[src/epiv_pkg.sv]
package epiv_pkg;

  // ---------------------------------------------------------------------------
  // Register map, word aligned byte addresses.
  // ---------------------------------------------------------------------------
  localparam logic [3:0] ADDR_CORE_CONTROL  = 4'h0;
  localparam logic [3:0] ADDR_IRQ_ENABLE    = 4'h4;
  localparam logic [3:0] ADDR_FLAGS         = 4'h8;
  localparam logic [3:0] ADDR_MASK_LO       = 4'hC;
  localparam logic [3:0] ADDR_MASK_HI       = 4'h0;
  localparam logic [3:0] ADDR_VECTOR        = 4'h4;
  localparam logic       PAGE_LO            = 1'b0;
  localparam logic       PAGE_HI            = 1'b1;

  // ---------------------------------------------------------------------------
  // Field positions.
  // ---------------------------------------------------------------------------
  localparam int SENSE_LO_BIT   = 0;
  localparam int SENSE_HI_BIT   = 1;
  localparam int GLOBAL_EN_BIT  = 7;
  localparam int EXT_BIT        = 6;
  localparam int PC_HI_BIT      = 5;
  localparam int PC_LO_BIT      = 4;

  // ---------------------------------------------------------------------------
  // Sense select encodings and vector addresses.
  // ---------------------------------------------------------------------------
  localparam logic [1:0] SENSE_LOW     = 2'h0;
  localparam logic [1:0] SENSE_ANY     = 2'h1;
  localparam logic [1:0] SENSE_FALL    = 2'h2;
  localparam logic [1:0] SENSE_RISE    = 2'h3;

  localparam logic [4:0] VEC_RESET     = 5'h00;
  localparam logic [4:0] VEC_EXT       = 5'h01;
  localparam logic [4:0] VEC_PC_LO     = 5'h02;
  localparam logic [4:0] VEC_PC_HI     = 5'h03;
  localparam logic [4:0] VEC_WDT       = 5'h04;
  localparam logic [4:0] VEC_PERIPH0   = 5'h05;
  localparam int         PERIPH_COUNT  = 12;
  localparam logic [4:0] VEC_LAST      = 5'h10;

  localparam logic [7:0] ZERO_BYTE     = 8'h00;
  localparam logic [7:0] RESET_BYTE    = 8'h00;

endpackage

[src/epiv_top.sv]
`timescale 1ns/1ps
//
// Contract
// - All reset sources send program flow to vector address 0x0000.
// - External pin 0x0001, group lo 0x0002, group hi 0x0003, watchdog 0x0004.
// - Twelve peripheral sources map in order onto 0x0005 through 0x0010.
// - Enabled pin requests fire even when the pin is driven as output.
// - Any unmasked toggle on inputs 7:0 raises the low group request.
// - Any unmasked toggle on inputs 11:8 raises the high group request.
// - Per-pin mask bits, one register per group; masked pins never request.
// - Pin changes are detected without a running I/O clock.
// - External pin sensed on falling edge, rising edge, any change or low level.
// - Low-level mode keeps requesting for as long as the pin is low.
// - Edges on the external pin are recognised only while the clock runs.
// - A low level on the external pin is detected without the clock.
// - Wake on low level interrupts only if the level lasts through start-up.
// - Level gone before wake completes: no vector, resume after sleep.
// - Sense select: 00 low, 01 any change, 10 falling, 11 rising.
// - Pending flags set on request; cleared on handler entry or write one.
// - External pending flag stays clear while low-level sensing is chosen.
// - Pin vectoring needs both its enable bit and global enable set; watchdog and peripheral requests need only global enable.
//
module epiv_top (
  input  wire logic        clk,
  input  wire logic        reset_n,
  input  wire logic [3:0]  avs_address,
  input  wire logic        avs_read,
  input  wire logic        avs_write,
  input  wire logic [31:0] avs_writedata,
  input  wire logic [3:0]  avs_byteenable,
  output logic      [31:0] avs_readdata,
  output logic             avs_waitrequest,
  input  wire logic        ext_request_pin,
  input  wire logic [11:0] pin_change_inputs,
  input  wire logic        wdt_request,
  input  wire logic [11:0] periph_requests,
  input  wire logic        startup_done,
  input  wire logic        vector_ack,
  output logic             irq_valid,
  output logic      [4:0]  irq_vector,
  output logic             wake_request,
  output logic             reg_page
);

  // ---------------------------------------------------------------------------
  // State.
  // ---------------------------------------------------------------------------
  // The control and page registers both keep the page select in their top bit.
  localparam int GLOBAL_PAGE_BIT = 7;

  logic [1:0]  sense;
  logic        global_en;
  logic [2:0]  en;            // Bit 2 ext, bit 1 group hi, bit 0 group lo.
  logic [2:0]  flag;
  logic [7:0]  mask_lo;
  logic [3:0]  mask_hi;
  logic        ext_s1;
  logic        ext_s2;
  logic        ext_prev;
  logic [11:0] pc_s1;
  logic [11:0] pc_s2;
  logic [11:0] pc_prev;
  logic        ack_pending;
  logic [1:0]  next_sense;
  logic        next_global_en;
  logic [2:0]  next_en;
  logic [2:0]  next_flag;
  logic [7:0]  next_mask_lo;
  logic [3:0]  next_mask_hi;
  logic        next_reg_page;
  logic [31:0] next_readdata;
  logic        next_waitrequest;
  logic        next_ack_pending;
  logic        next_irq_valid;
  logic [4:0]  next_irq_vector;
  logic        next_wake;

  // ---------------------------------------------------------------------------
  // Event detection.
  // ---------------------------------------------------------------------------
  logic        ext_edge;
  logic        ext_low_live;
  logic        ext_level_req;
  logic        pc_lo_hit;
  logic        pc_hi_hit;
  logic [11:0] pc_toggle;
  logic        do_write;
  logic        do_read;

  // Synchronisers; first stages feed only the second stages.
  always_ff @(posedge clk or negedge reset_n) begin
    if (!reset_n) begin
      ext_s1   <= 1'b1;
      ext_s2   <= 1'b1;
      ext_prev <= 1'b1;
      pc_s1    <= 12'h000;
      pc_s2    <= 12'h000;
      pc_prev  <= 12'h000;
    end else begin
      ext_s1   <= ext_request_pin;
      ext_s2   <= ext_s1;
      ext_prev <= ext_s2;
      pc_s1    <= pin_change_inputs;
      pc_s2    <= pc_s1;
      pc_prev  <= pc_s2;
    end
  end

  // Edges need clocked samples; the pin value is used regardless of pin direction.
  always_comb begin
    case (sense)
      epiv_pkg::SENSE_ANY:  ext_edge = ext_s2 ^ ext_prev;
      epiv_pkg::SENSE_FALL: ext_edge = ext_prev & ~ext_s2;
      epiv_pkg::SENSE_RISE: ext_edge = ~ext_prev & ext_s2;
      default:              ext_edge = 1'b0;
    endcase
  end

  // The low level is taken from the raw pin for wake so no clock is needed;
  // the vectoring request uses the synchronised level, so a level that is gone
  // by the end of start-up produces a wake but no vector.
  assign ext_low_live  = (sense == epiv_pkg::SENSE_LOW) && !ext_request_pin;
  assign ext_level_req = (sense == epiv_pkg::SENSE_LOW) && !ext_s2 && startup_done;

  // Toggle compare on synchronised samples, gated by the per-pin masks.
  assign pc_toggle = pc_s2 ^ pc_prev;
  assign pc_lo_hit = |(pc_toggle[7:0] & mask_lo);
  assign pc_hi_hit = |(pc_toggle[11:8] & mask_hi);

  assign do_write = avs_write && !avs_waitrequest && avs_byteenable[0];
  // Read data load on the wait-state edge, so they already stand when waitrequest is sampled low.
  assign do_read  = avs_read && avs_waitrequest;

  // ---------------------------------------------------------------------------
  // Register file and flags.
  // ---------------------------------------------------------------------------
  always_comb begin
    logic [7:0] wd;
    logic [2:0] clr;
    wd               = avs_writedata[7:0];
    clr              = 3'b000;
    next_sense       = sense;
    next_global_en   = global_en;
    next_en          = en;
    next_mask_lo     = mask_lo;
    next_mask_hi     = mask_hi;
    next_reg_page    = reg_page;
    next_readdata    = 32'h00000000;
    // One wait cycle per access keeps the answer a single registered cycle.
    next_waitrequest = !((avs_read || avs_write) && avs_waitrequest);
    if (do_write) begin
      case ({reg_page, avs_address})
        {epiv_pkg::PAGE_LO, epiv_pkg::ADDR_CORE_CONTROL}: begin
          next_sense    = wd[epiv_pkg::SENSE_HI_BIT:epiv_pkg::SENSE_LO_BIT];
          next_reg_page = wd[GLOBAL_PAGE_BIT];
        end
        {epiv_pkg::PAGE_LO, epiv_pkg::ADDR_IRQ_ENABLE}: begin
          next_global_en = wd[epiv_pkg::GLOBAL_EN_BIT];
          next_en        = {wd[epiv_pkg::EXT_BIT], wd[epiv_pkg::PC_HI_BIT], wd[epiv_pkg::PC_LO_BIT]};
        end
        {epiv_pkg::PAGE_LO, epiv_pkg::ADDR_FLAGS}: begin
          clr = {wd[epiv_pkg::EXT_BIT], wd[epiv_pkg::PC_HI_BIT], wd[epiv_pkg::PC_LO_BIT]};
        end
        {epiv_pkg::PAGE_LO, epiv_pkg::ADDR_MASK_LO}: next_mask_lo = wd;
        {epiv_pkg::PAGE_HI, epiv_pkg::ADDR_MASK_HI}: next_mask_hi = wd[3:0];
        {epiv_pkg::PAGE_HI, epiv_pkg::ADDR_FLAGS}: next_reg_page = wd[GLOBAL_PAGE_BIT];
        default: ;
      endcase
    end
    if (do_read) begin
      case ({reg_page, avs_address})
        {epiv_pkg::PAGE_LO, epiv_pkg::ADDR_CORE_CONTROL}:
          next_readdata[7:0] = {reg_page, 5'h00, sense};
        {epiv_pkg::PAGE_LO, epiv_pkg::ADDR_IRQ_ENABLE}:
          next_readdata[7:0] = {global_en, en, 4'h0};
        {epiv_pkg::PAGE_LO, epiv_pkg::ADDR_FLAGS}:
          next_readdata[7:0] = {1'b0, flag, 4'h0};
        {epiv_pkg::PAGE_LO, epiv_pkg::ADDR_MASK_LO}:
          next_readdata[7:0] = mask_lo;
        {epiv_pkg::PAGE_HI, epiv_pkg::ADDR_MASK_HI}:
          next_readdata[7:0] = {4'h0, mask_hi};
        {epiv_pkg::PAGE_HI, epiv_pkg::ADDR_VECTOR}:
          next_readdata[7:0] = {3'h0, irq_vector};
        {epiv_pkg::PAGE_HI, epiv_pkg::ADDR_FLAGS}:
          next_readdata[7:0] = {reg_page, 7'h00};
        default: next_readdata = 32'h00000000;
      endcase
    end
    // Hardware set beats both clears; handler entry clears the acknowledged flag.
    if (ack_pending && vector_ack) begin
      case (irq_vector)
        epiv_pkg::VEC_EXT:   clr[2] = 1'b1;
        epiv_pkg::VEC_PC_HI: clr[1] = 1'b1;
        epiv_pkg::VEC_PC_LO: clr[0] = 1'b1;
        default: ;
      endcase
    end
    next_flag[0] = pc_lo_hit | (flag[0] & ~clr[0]);
    next_flag[1] = pc_hi_hit | (flag[1] & ~clr[1]);
    next_flag[2] = (next_sense != epiv_pkg::SENSE_LOW) &&
                   (ext_edge | (flag[2] & ~clr[2]));
  end

  // ---------------------------------------------------------------------------
  // Priority vectoring and wake.
  // ---------------------------------------------------------------------------
  always_comb begin
    logic [16:0] req;
    req       = {periph_requests, wdt_request, flag[1] & en[1], flag[0] & en[0],
                 (flag[2] | ext_level_req) & en[2], 1'b0};
    next_irq_valid   = 1'b0;
    next_irq_vector  = epiv_pkg::VEC_RESET;
    next_ack_pending = ack_pending && !vector_ack;
    if (global_en && !(ack_pending && vector_ack)) begin
      for (int i = epiv_pkg::PERIPH_COUNT + 4; i >= 1; i--) begin
        if (req[i]) begin
          next_irq_valid  = 1'b1;
          next_irq_vector = 5'(i);
        end
      end
    end
    if (next_irq_valid) begin
      next_ack_pending = 1'b1;
    end
    // Wake paths use raw pins and masks so no clock edge is needed.
    next_wake = ext_low_live | |((pin_change_inputs ^ pc_s2) & {mask_hi, mask_lo}) | |flag;
  end

  // Registers for all state groups other than the synchronisers.
  always_ff @(posedge clk or negedge reset_n) begin
    if (!reset_n) begin
      sense           <= epiv_pkg::SENSE_LOW;
      global_en       <= 1'b0;
      en              <= 3'b000;
      flag            <= 3'b000;
      mask_lo         <= epiv_pkg::RESET_BYTE;
      mask_hi         <= 4'h0;
      reg_page        <= epiv_pkg::PAGE_LO;
      avs_readdata    <= 32'h00000000;
      avs_waitrequest <= 1'b1;
      ack_pending     <= 1'b0;
      irq_valid       <= 1'b0;
      irq_vector      <= epiv_pkg::VEC_RESET;
      wake_request    <= 1'b0;
    end else begin
      sense           <= next_sense;
      global_en       <= next_global_en;
      en              <= next_en;
      flag            <= next_flag;
      mask_lo         <= next_mask_lo;
      mask_hi         <= next_mask_hi;
      reg_page        <= next_reg_page;
      avs_readdata    <= next_readdata;
      avs_waitrequest <= next_waitrequest;
      ack_pending     <= next_ack_pending;
      irq_valid       <= next_irq_valid;
      irq_vector      <= next_irq_vector;
      wake_request    <= next_wake;
    end
  end

  // ---------------------------------------------------------------------------
  // Checks.
  // ---------------------------------------------------------------------------
  property p_ext_clear_low;
    @(posedge clk) disable iff (!reset_n) sense == epiv_pkg::SENSE_LOW |-> ##1 !flag[2] || sense != epiv_pkg::SENSE_LOW;
  endproperty
  a_ext_clear_low: assert property (p_ext_clear_low) else $error("ext flag set in low mode");

  property p_pc_lo_set;
    @(posedge clk) disable iff (!reset_n) pc_lo_hit |=> flag[0];
  endproperty
  a_pc_lo_set: assert property (p_pc_lo_set) else $error("group lo flag missed");

  property p_pc_hi_set;
    @(posedge clk) disable iff (!reset_n) pc_hi_hit |=> flag[1];
  endproperty
  a_pc_hi_set: assert property (p_pc_hi_set) else $error("group hi flag missed");

  property p_masked;
    @(posedge clk) disable iff (!reset_n) ((pc_toggle[7:0] & mask_lo) == 8'h00 && !flag[0]) |=> !flag[0];
  endproperty
  a_masked: assert property (p_masked) else $error("masked pin set flag");

  property p_global;
    @(posedge clk) disable iff (!reset_n) !global_en |=> !irq_valid;
  endproperty
  a_global: assert property (p_global) else $error("vector without global enable");

  property p_prio;
    @(posedge clk) disable iff (!reset_n) (global_en && flag[0] && en[0] && !ack_pending && !ext_level_req
      && !(flag[2] && en[2])) |=> irq_valid && irq_vector == epiv_pkg::VEC_PC_LO;
  endproperty
  a_prio: assert property (p_prio) else $error("priority order wrong");

  property p_fall;
    @(posedge clk) disable iff (!reset_n) (sense == epiv_pkg::SENSE_FALL && ext_prev && !ext_s2) |=> flag[2];
  endproperty
  a_fall: assert property (p_fall) else $error("falling edge missed");

  property p_sync;
    @(posedge clk) disable iff (!reset_n) ext_s2 == $past(ext_request_pin, 2) || $past(!reset_n, 2);
  endproperty
  a_sync: assert property (p_sync) else $error("synchroniser depth wrong");

  property p_range;
    @(posedge clk) disable iff (!reset_n) irq_valid |-> irq_vector >= epiv_pkg::VEC_EXT && irq_vector <= epiv_pkg::VEC_LAST;
  endproperty
  a_range: assert property (p_range) else $error("vector out of range");

  c_ext: cover property (@(posedge clk) disable iff (!reset_n) irq_valid && irq_vector == epiv_pkg::VEC_EXT);
  c_pclo: cover property (@(posedge clk) disable iff (!reset_n) irq_valid && irq_vector == epiv_pkg::VEC_PC_LO);
  c_last: cover property (@(posedge clk) disable iff (!reset_n) irq_valid && irq_vector == epiv_pkg::VEC_LAST);
  c_wake: cover property (@(posedge clk) disable iff (!reset_n) wake_request);

endmodule

[config.mk]
export PLATFORM = sky130hd
export DESIGN_NAME = epiv_top
export DESIGN_NICKNAME = d
export VERILOG_FILES = /design/src/epiv_pkg.sv /design/src/epiv_top.sv
export SDC_FILE = /design/constraint.sdc
export NUM_CORES = 1
export LEC_CHECK = 0
export BUFFER_PORTS_ARGS = -buffer_cell sky130_fd_sc_hd__buf_2
export CAP_MARGIN = 20
export CORE_ASPECT_RATIO = 1.4
export CORE_MARGIN = 5
export CORE_UTILIZATION = 47
export DETAILED_ROUTE_END_ITERATION = 10
export PLACE_DENSITY = 0.83
export REMOVE_ABC_BUFFERS = 1
export SYNTH_ARGS = -nofsm -noshare
export SYNTH_HDL_FRONTEND = slang
export SYNTH_SLANG_ARGS = --single-unit
[constraint.sdc]
create_clock -name clk -period 1.83 [get_ports clk]
set_input_delay 0.0915 -clock clk [delete_from_list [all_inputs] [get_ports clk]]
set_output_delay 0.0915 -clock clk [all_outputs]
set_load 0.05 [all_outputs]
==> summary by stage <==
Run status
The flow ran to the end, and the final reports show no timing, DRC or antenna violations.

Floorplan
In this run the standard cell core region covers 7310 um^2. The number of top-level pins is approximately 110. In this run the vertical extent of the chip is 112 um. The number of placement rows is 37. The floorplan step defined a die boundary enclosing 9270 um^2. The initial utilization of the core area, before any placement, comes to 47.7%.

Measured along the x axis, the die boundary spans 82.8 um.

STA
The post-route clock skew is 0.00393 ns. Hold is met by 0.0279 ns. The final count of hold timing violations is 0. The worst path meets setup with 0.109 ns of slack. The maximum clock frequency is 581 MHz. In the final timing run, aggregate negative setup slack is 0 ns. Setup repair after global routing left no endpoint under its margin. The number of slew-limit violations in the final report is 0. The time the final worst path needs with I/O delays and setup is 1.72 ns.

The final count of negative-setup-slack endpoints is 0. The final cycle utilization of the critical path is 94.0%.

Clocking
CTS saw 78 sinks. Clock-pin slew was measured on the worst setup and hold paths at 0.07 ns. The maximum buffer depth of the clock tree is 2. TritonCTS built the clock tree.

The later-pin clock latency in the skew report is 0.35 ns. Buffers inserted during clock tree synthesis total 9. Clock tree synthesis selected as its root buffer the cell clkbuf_8. The level count of the clock H-tree is 3.

Min path
In this run the most critical hold path is launched from avs_writedata[0]. The class of the worst hold path is in -> reg. The instance count along the most critical hold path is 2.

The end point of the most critical hold path is mask_hi[0].

Setup path
The family of cells with the greatest summed delay on the critical path is simple AND/OR/NAND/NOR gates. Together, buffers and inverters on the worst path number 0. For the worst setup path, the data required time is approximately 2.1 ns.

The worst register-to-register path has a setup slack of 0.11 ns. In this run the critical register-to-register path is launched from avs_waitrequest. The critical path is of the reg -> reg type. Along the worst path, the maximum fanout reaches 8. The data arrival time of the worst path is slightly below 2 ns.

In this run the worst setup path begins at avs_waitrequest. The reg-to-reg endpoint is mask_lo[3]. For this run, the slowest stage of the critical path takes around 0.5 ns. The signal on the critical path passes through and3b_1 > and4_1 > mux2_1. The number of cells on the worst reg-to-reg path is 3.

The type of element launching the critical path is a register. The worst setup path is captured at a register. The highest-delay cell along the critical path is and4_1.

Placed design
Once placement finished, the instance area stood at 3830 um^2. The final estimated routing congestion in global placement is 0.924. OpenSTA, run right after detailed placement, puts the worst setup slack at 0.137 ns. The wire-length estimate of the detail-placed layout is 5900 um. In this run the tool buffered the top-level ports with 61 buffer cells. The cell count after placement is 447.

Route
The count of nets left with antenna violations once routing finished came out at 0. The detailed-route wire length is about 8000 um. After detailed routing, the average wire length per cell comes to around 17 um. The detailed router placed 2,498 vias in this run. Before antenna repair, the detailed router went through 4 iterations. For this run, design rule violations remaining after detail routing come to 0. For this block, the initial DRC count from the detailed router was 231. In the routed layout, each cell is associated on average with a via count of 5.14.

Pwr
VDD sags by at most 0.433 mV. The static leakage is 2.01 nW. The completed layout was analyzed and its total power is 3.63 mW.

Power spread over the standard cell area amounts to 851 nW/um^2.

Global routing
The number of antenna violations at the first check in global routing is 0. The via count of the first global-routing pass is 2,775. For this run, the total global-route usage over all layers was measured as between 10% and 20%. After global routing the overflow that remains totals 0. Entering global routing, the biggest net connects 53 pins. The global-route wire length before repair is about 13,000 um.

Layout
The storage element area is 1960 um^2. The finished layout cell area is 4260 um^2. For this run, the share of the core covered by cells in the final layout is approximately three fifths. From synthesis to final layout, the design area changed by 22.2%. After filler insertion, the fill cell instance count of the layout stands at 650. The count of placed standard cells in the final layout, fillers left out is 486.

Summing all multi-input logic gate instances after layout gives 1370 um^2. The ratio of cells with drive above 1 in the final layout is 23.7%. The net count of the finished layout is 458. The number of inserted diodes is 0.

Logic synthesis
The total of warnings raised by yosys is 0. The share of the Yosys chip area taken by registers is 56.1%. The number of different library cells used by synthesis comes to 48. The number of enable-type register cells in the synthesized netlist is 0. The number of flip-flops and latches in the synthesized netlist is just under 80. The synthesized instance count is 293. For this run, asynchronously set or reset flops after synthesis account for 100%. A synthesized cell averages 11.9 um^2. In the synthesized netlist the dominant register cell turns out to be dfrtp_1. The cell area that synthesis handed to floorplanning was 3490 um^2.

Flow run
The count of max-cap constraint violations is 0.
## power by group
group	internal, mW	switching, mW
Sequential	1.81	0.0693
Clock	0.698	0.585
Combinational	0.167	0.302
Total	2.67	0.956
## cell usage in the layout (no fill, tap or decap), types with 6 or more instances in the layout
| master | synthesis | final |
|---|---|---|
| nand3_1 | 11 | 11 |
| nand2_1 | 13 | 13 |
| inv_1 | 6 | 6 |
| buf_2 | 6 | 60 |
| a22oi_1 | 9 | 9 |
| nor2_1 | 13 | 13 |
| a21oi_1 | 13 | 13 |
| mux2_1 | 21 | 21 |
| clkbuf_8 | 0 | 11 |
| dlygate4sd3_1 | 0 | 23 |
| conb_1 | 1 | 24 |
| dfrtp_1 | 74 | 74 |
| xor2_1 | 24 | 24 |
| nor3_1 | 8 | 8 |
## registers in the layout, summed over array words and instances, names as in the netlist
register,cells
pc_prev,12
pc_s1,12
pc_s2,12
avs_readdata,8
mask_lo,8
irq_vector,5
mask_hi,4
en,3
flag,3
sense,2
ack_pending,1
avs_waitrequest,1
ext_prev,1
ext_s1,1
ext_s2,1
global_en,1
irq_valid,1
reg_page,1
wake_request,1
## worst max-delay path by stage
stage,to,depth (start not counted)
floorplan,mask_lo[0],3
global placement,mask_lo[4],3
detailed placement,mask_lo[3],3
CTS,mask_lo[3],3
global route,mask_lo[3],3
finish,mask_lo[3],3
## cells by family after synthesis
logic type,Yosys count,share of synthesized area (%)
AOI/OAI and AO/OA,48,9.25
xor gates and xnor gates,24,6.03
adders and majority gates,2,0.717
buffers and inverters,38,6.99
DFF,78,56.1
muxes,25,7.93
other,1,0.108
and+or+nand+nor,77,12.9
## worst reg2reg max path: stages (launching register included)
cell     delay, ns
dfstp_2       0.38
and3b_1       0.35
and4_1        0.50
mux2_1        0.37
## repair_timing
item | CTS | global route
setup buffers | 0 | 0
hold buffers | 23 | 0
hold endpoints to repair | 51 | 0
resized for setup | 0 | 0
## cells in the mapped netlist (all sizes together), types with 3 or more instances
master  count  area [um^2]
nand3      11         55.1
nor2b       6         45.0
a31o        3         26.3
a21oi      13         65.1
dfrtp      74         1850
nand2b      4         25.0
xor2       24          210
buf        31          218
inv         6         22.5
o21ai       8         40.0
nor2       13         48.8
nor3        9         50.1
mux2       21          236
dfstp       4          105
mux2i       4         40.0
nand4       4         25.0
a22o        4         35.0
a22oi       9         67.6
nand3b      3         22.5
nor4        4         31.3
nand2      13         48.8
a221oi      3         26.3
## cell type report
type                    instances  share of cell area (%)
clock inverters                 4                    1.06
repair buffers                 89                    13.8
clock buffers                  12                    3.64
flip-flops and latches         78                    45.9
inverters                       6                   0.528
well taps                      97                    2.85
multi-input cells             200                    32.2
## routing by layer
layer	part of all wire, %	vias up	track usage, %	wire, um
li1	-	1167	-	-
met1	38	1230	19.3	3060
met2	54	82	32.7	4350
met3	5.5	19	5.33	445
met4	2.7	0	8.94	220
met5	0	-	0	0
Note: power is estimated with default switching activity, not from simulation.
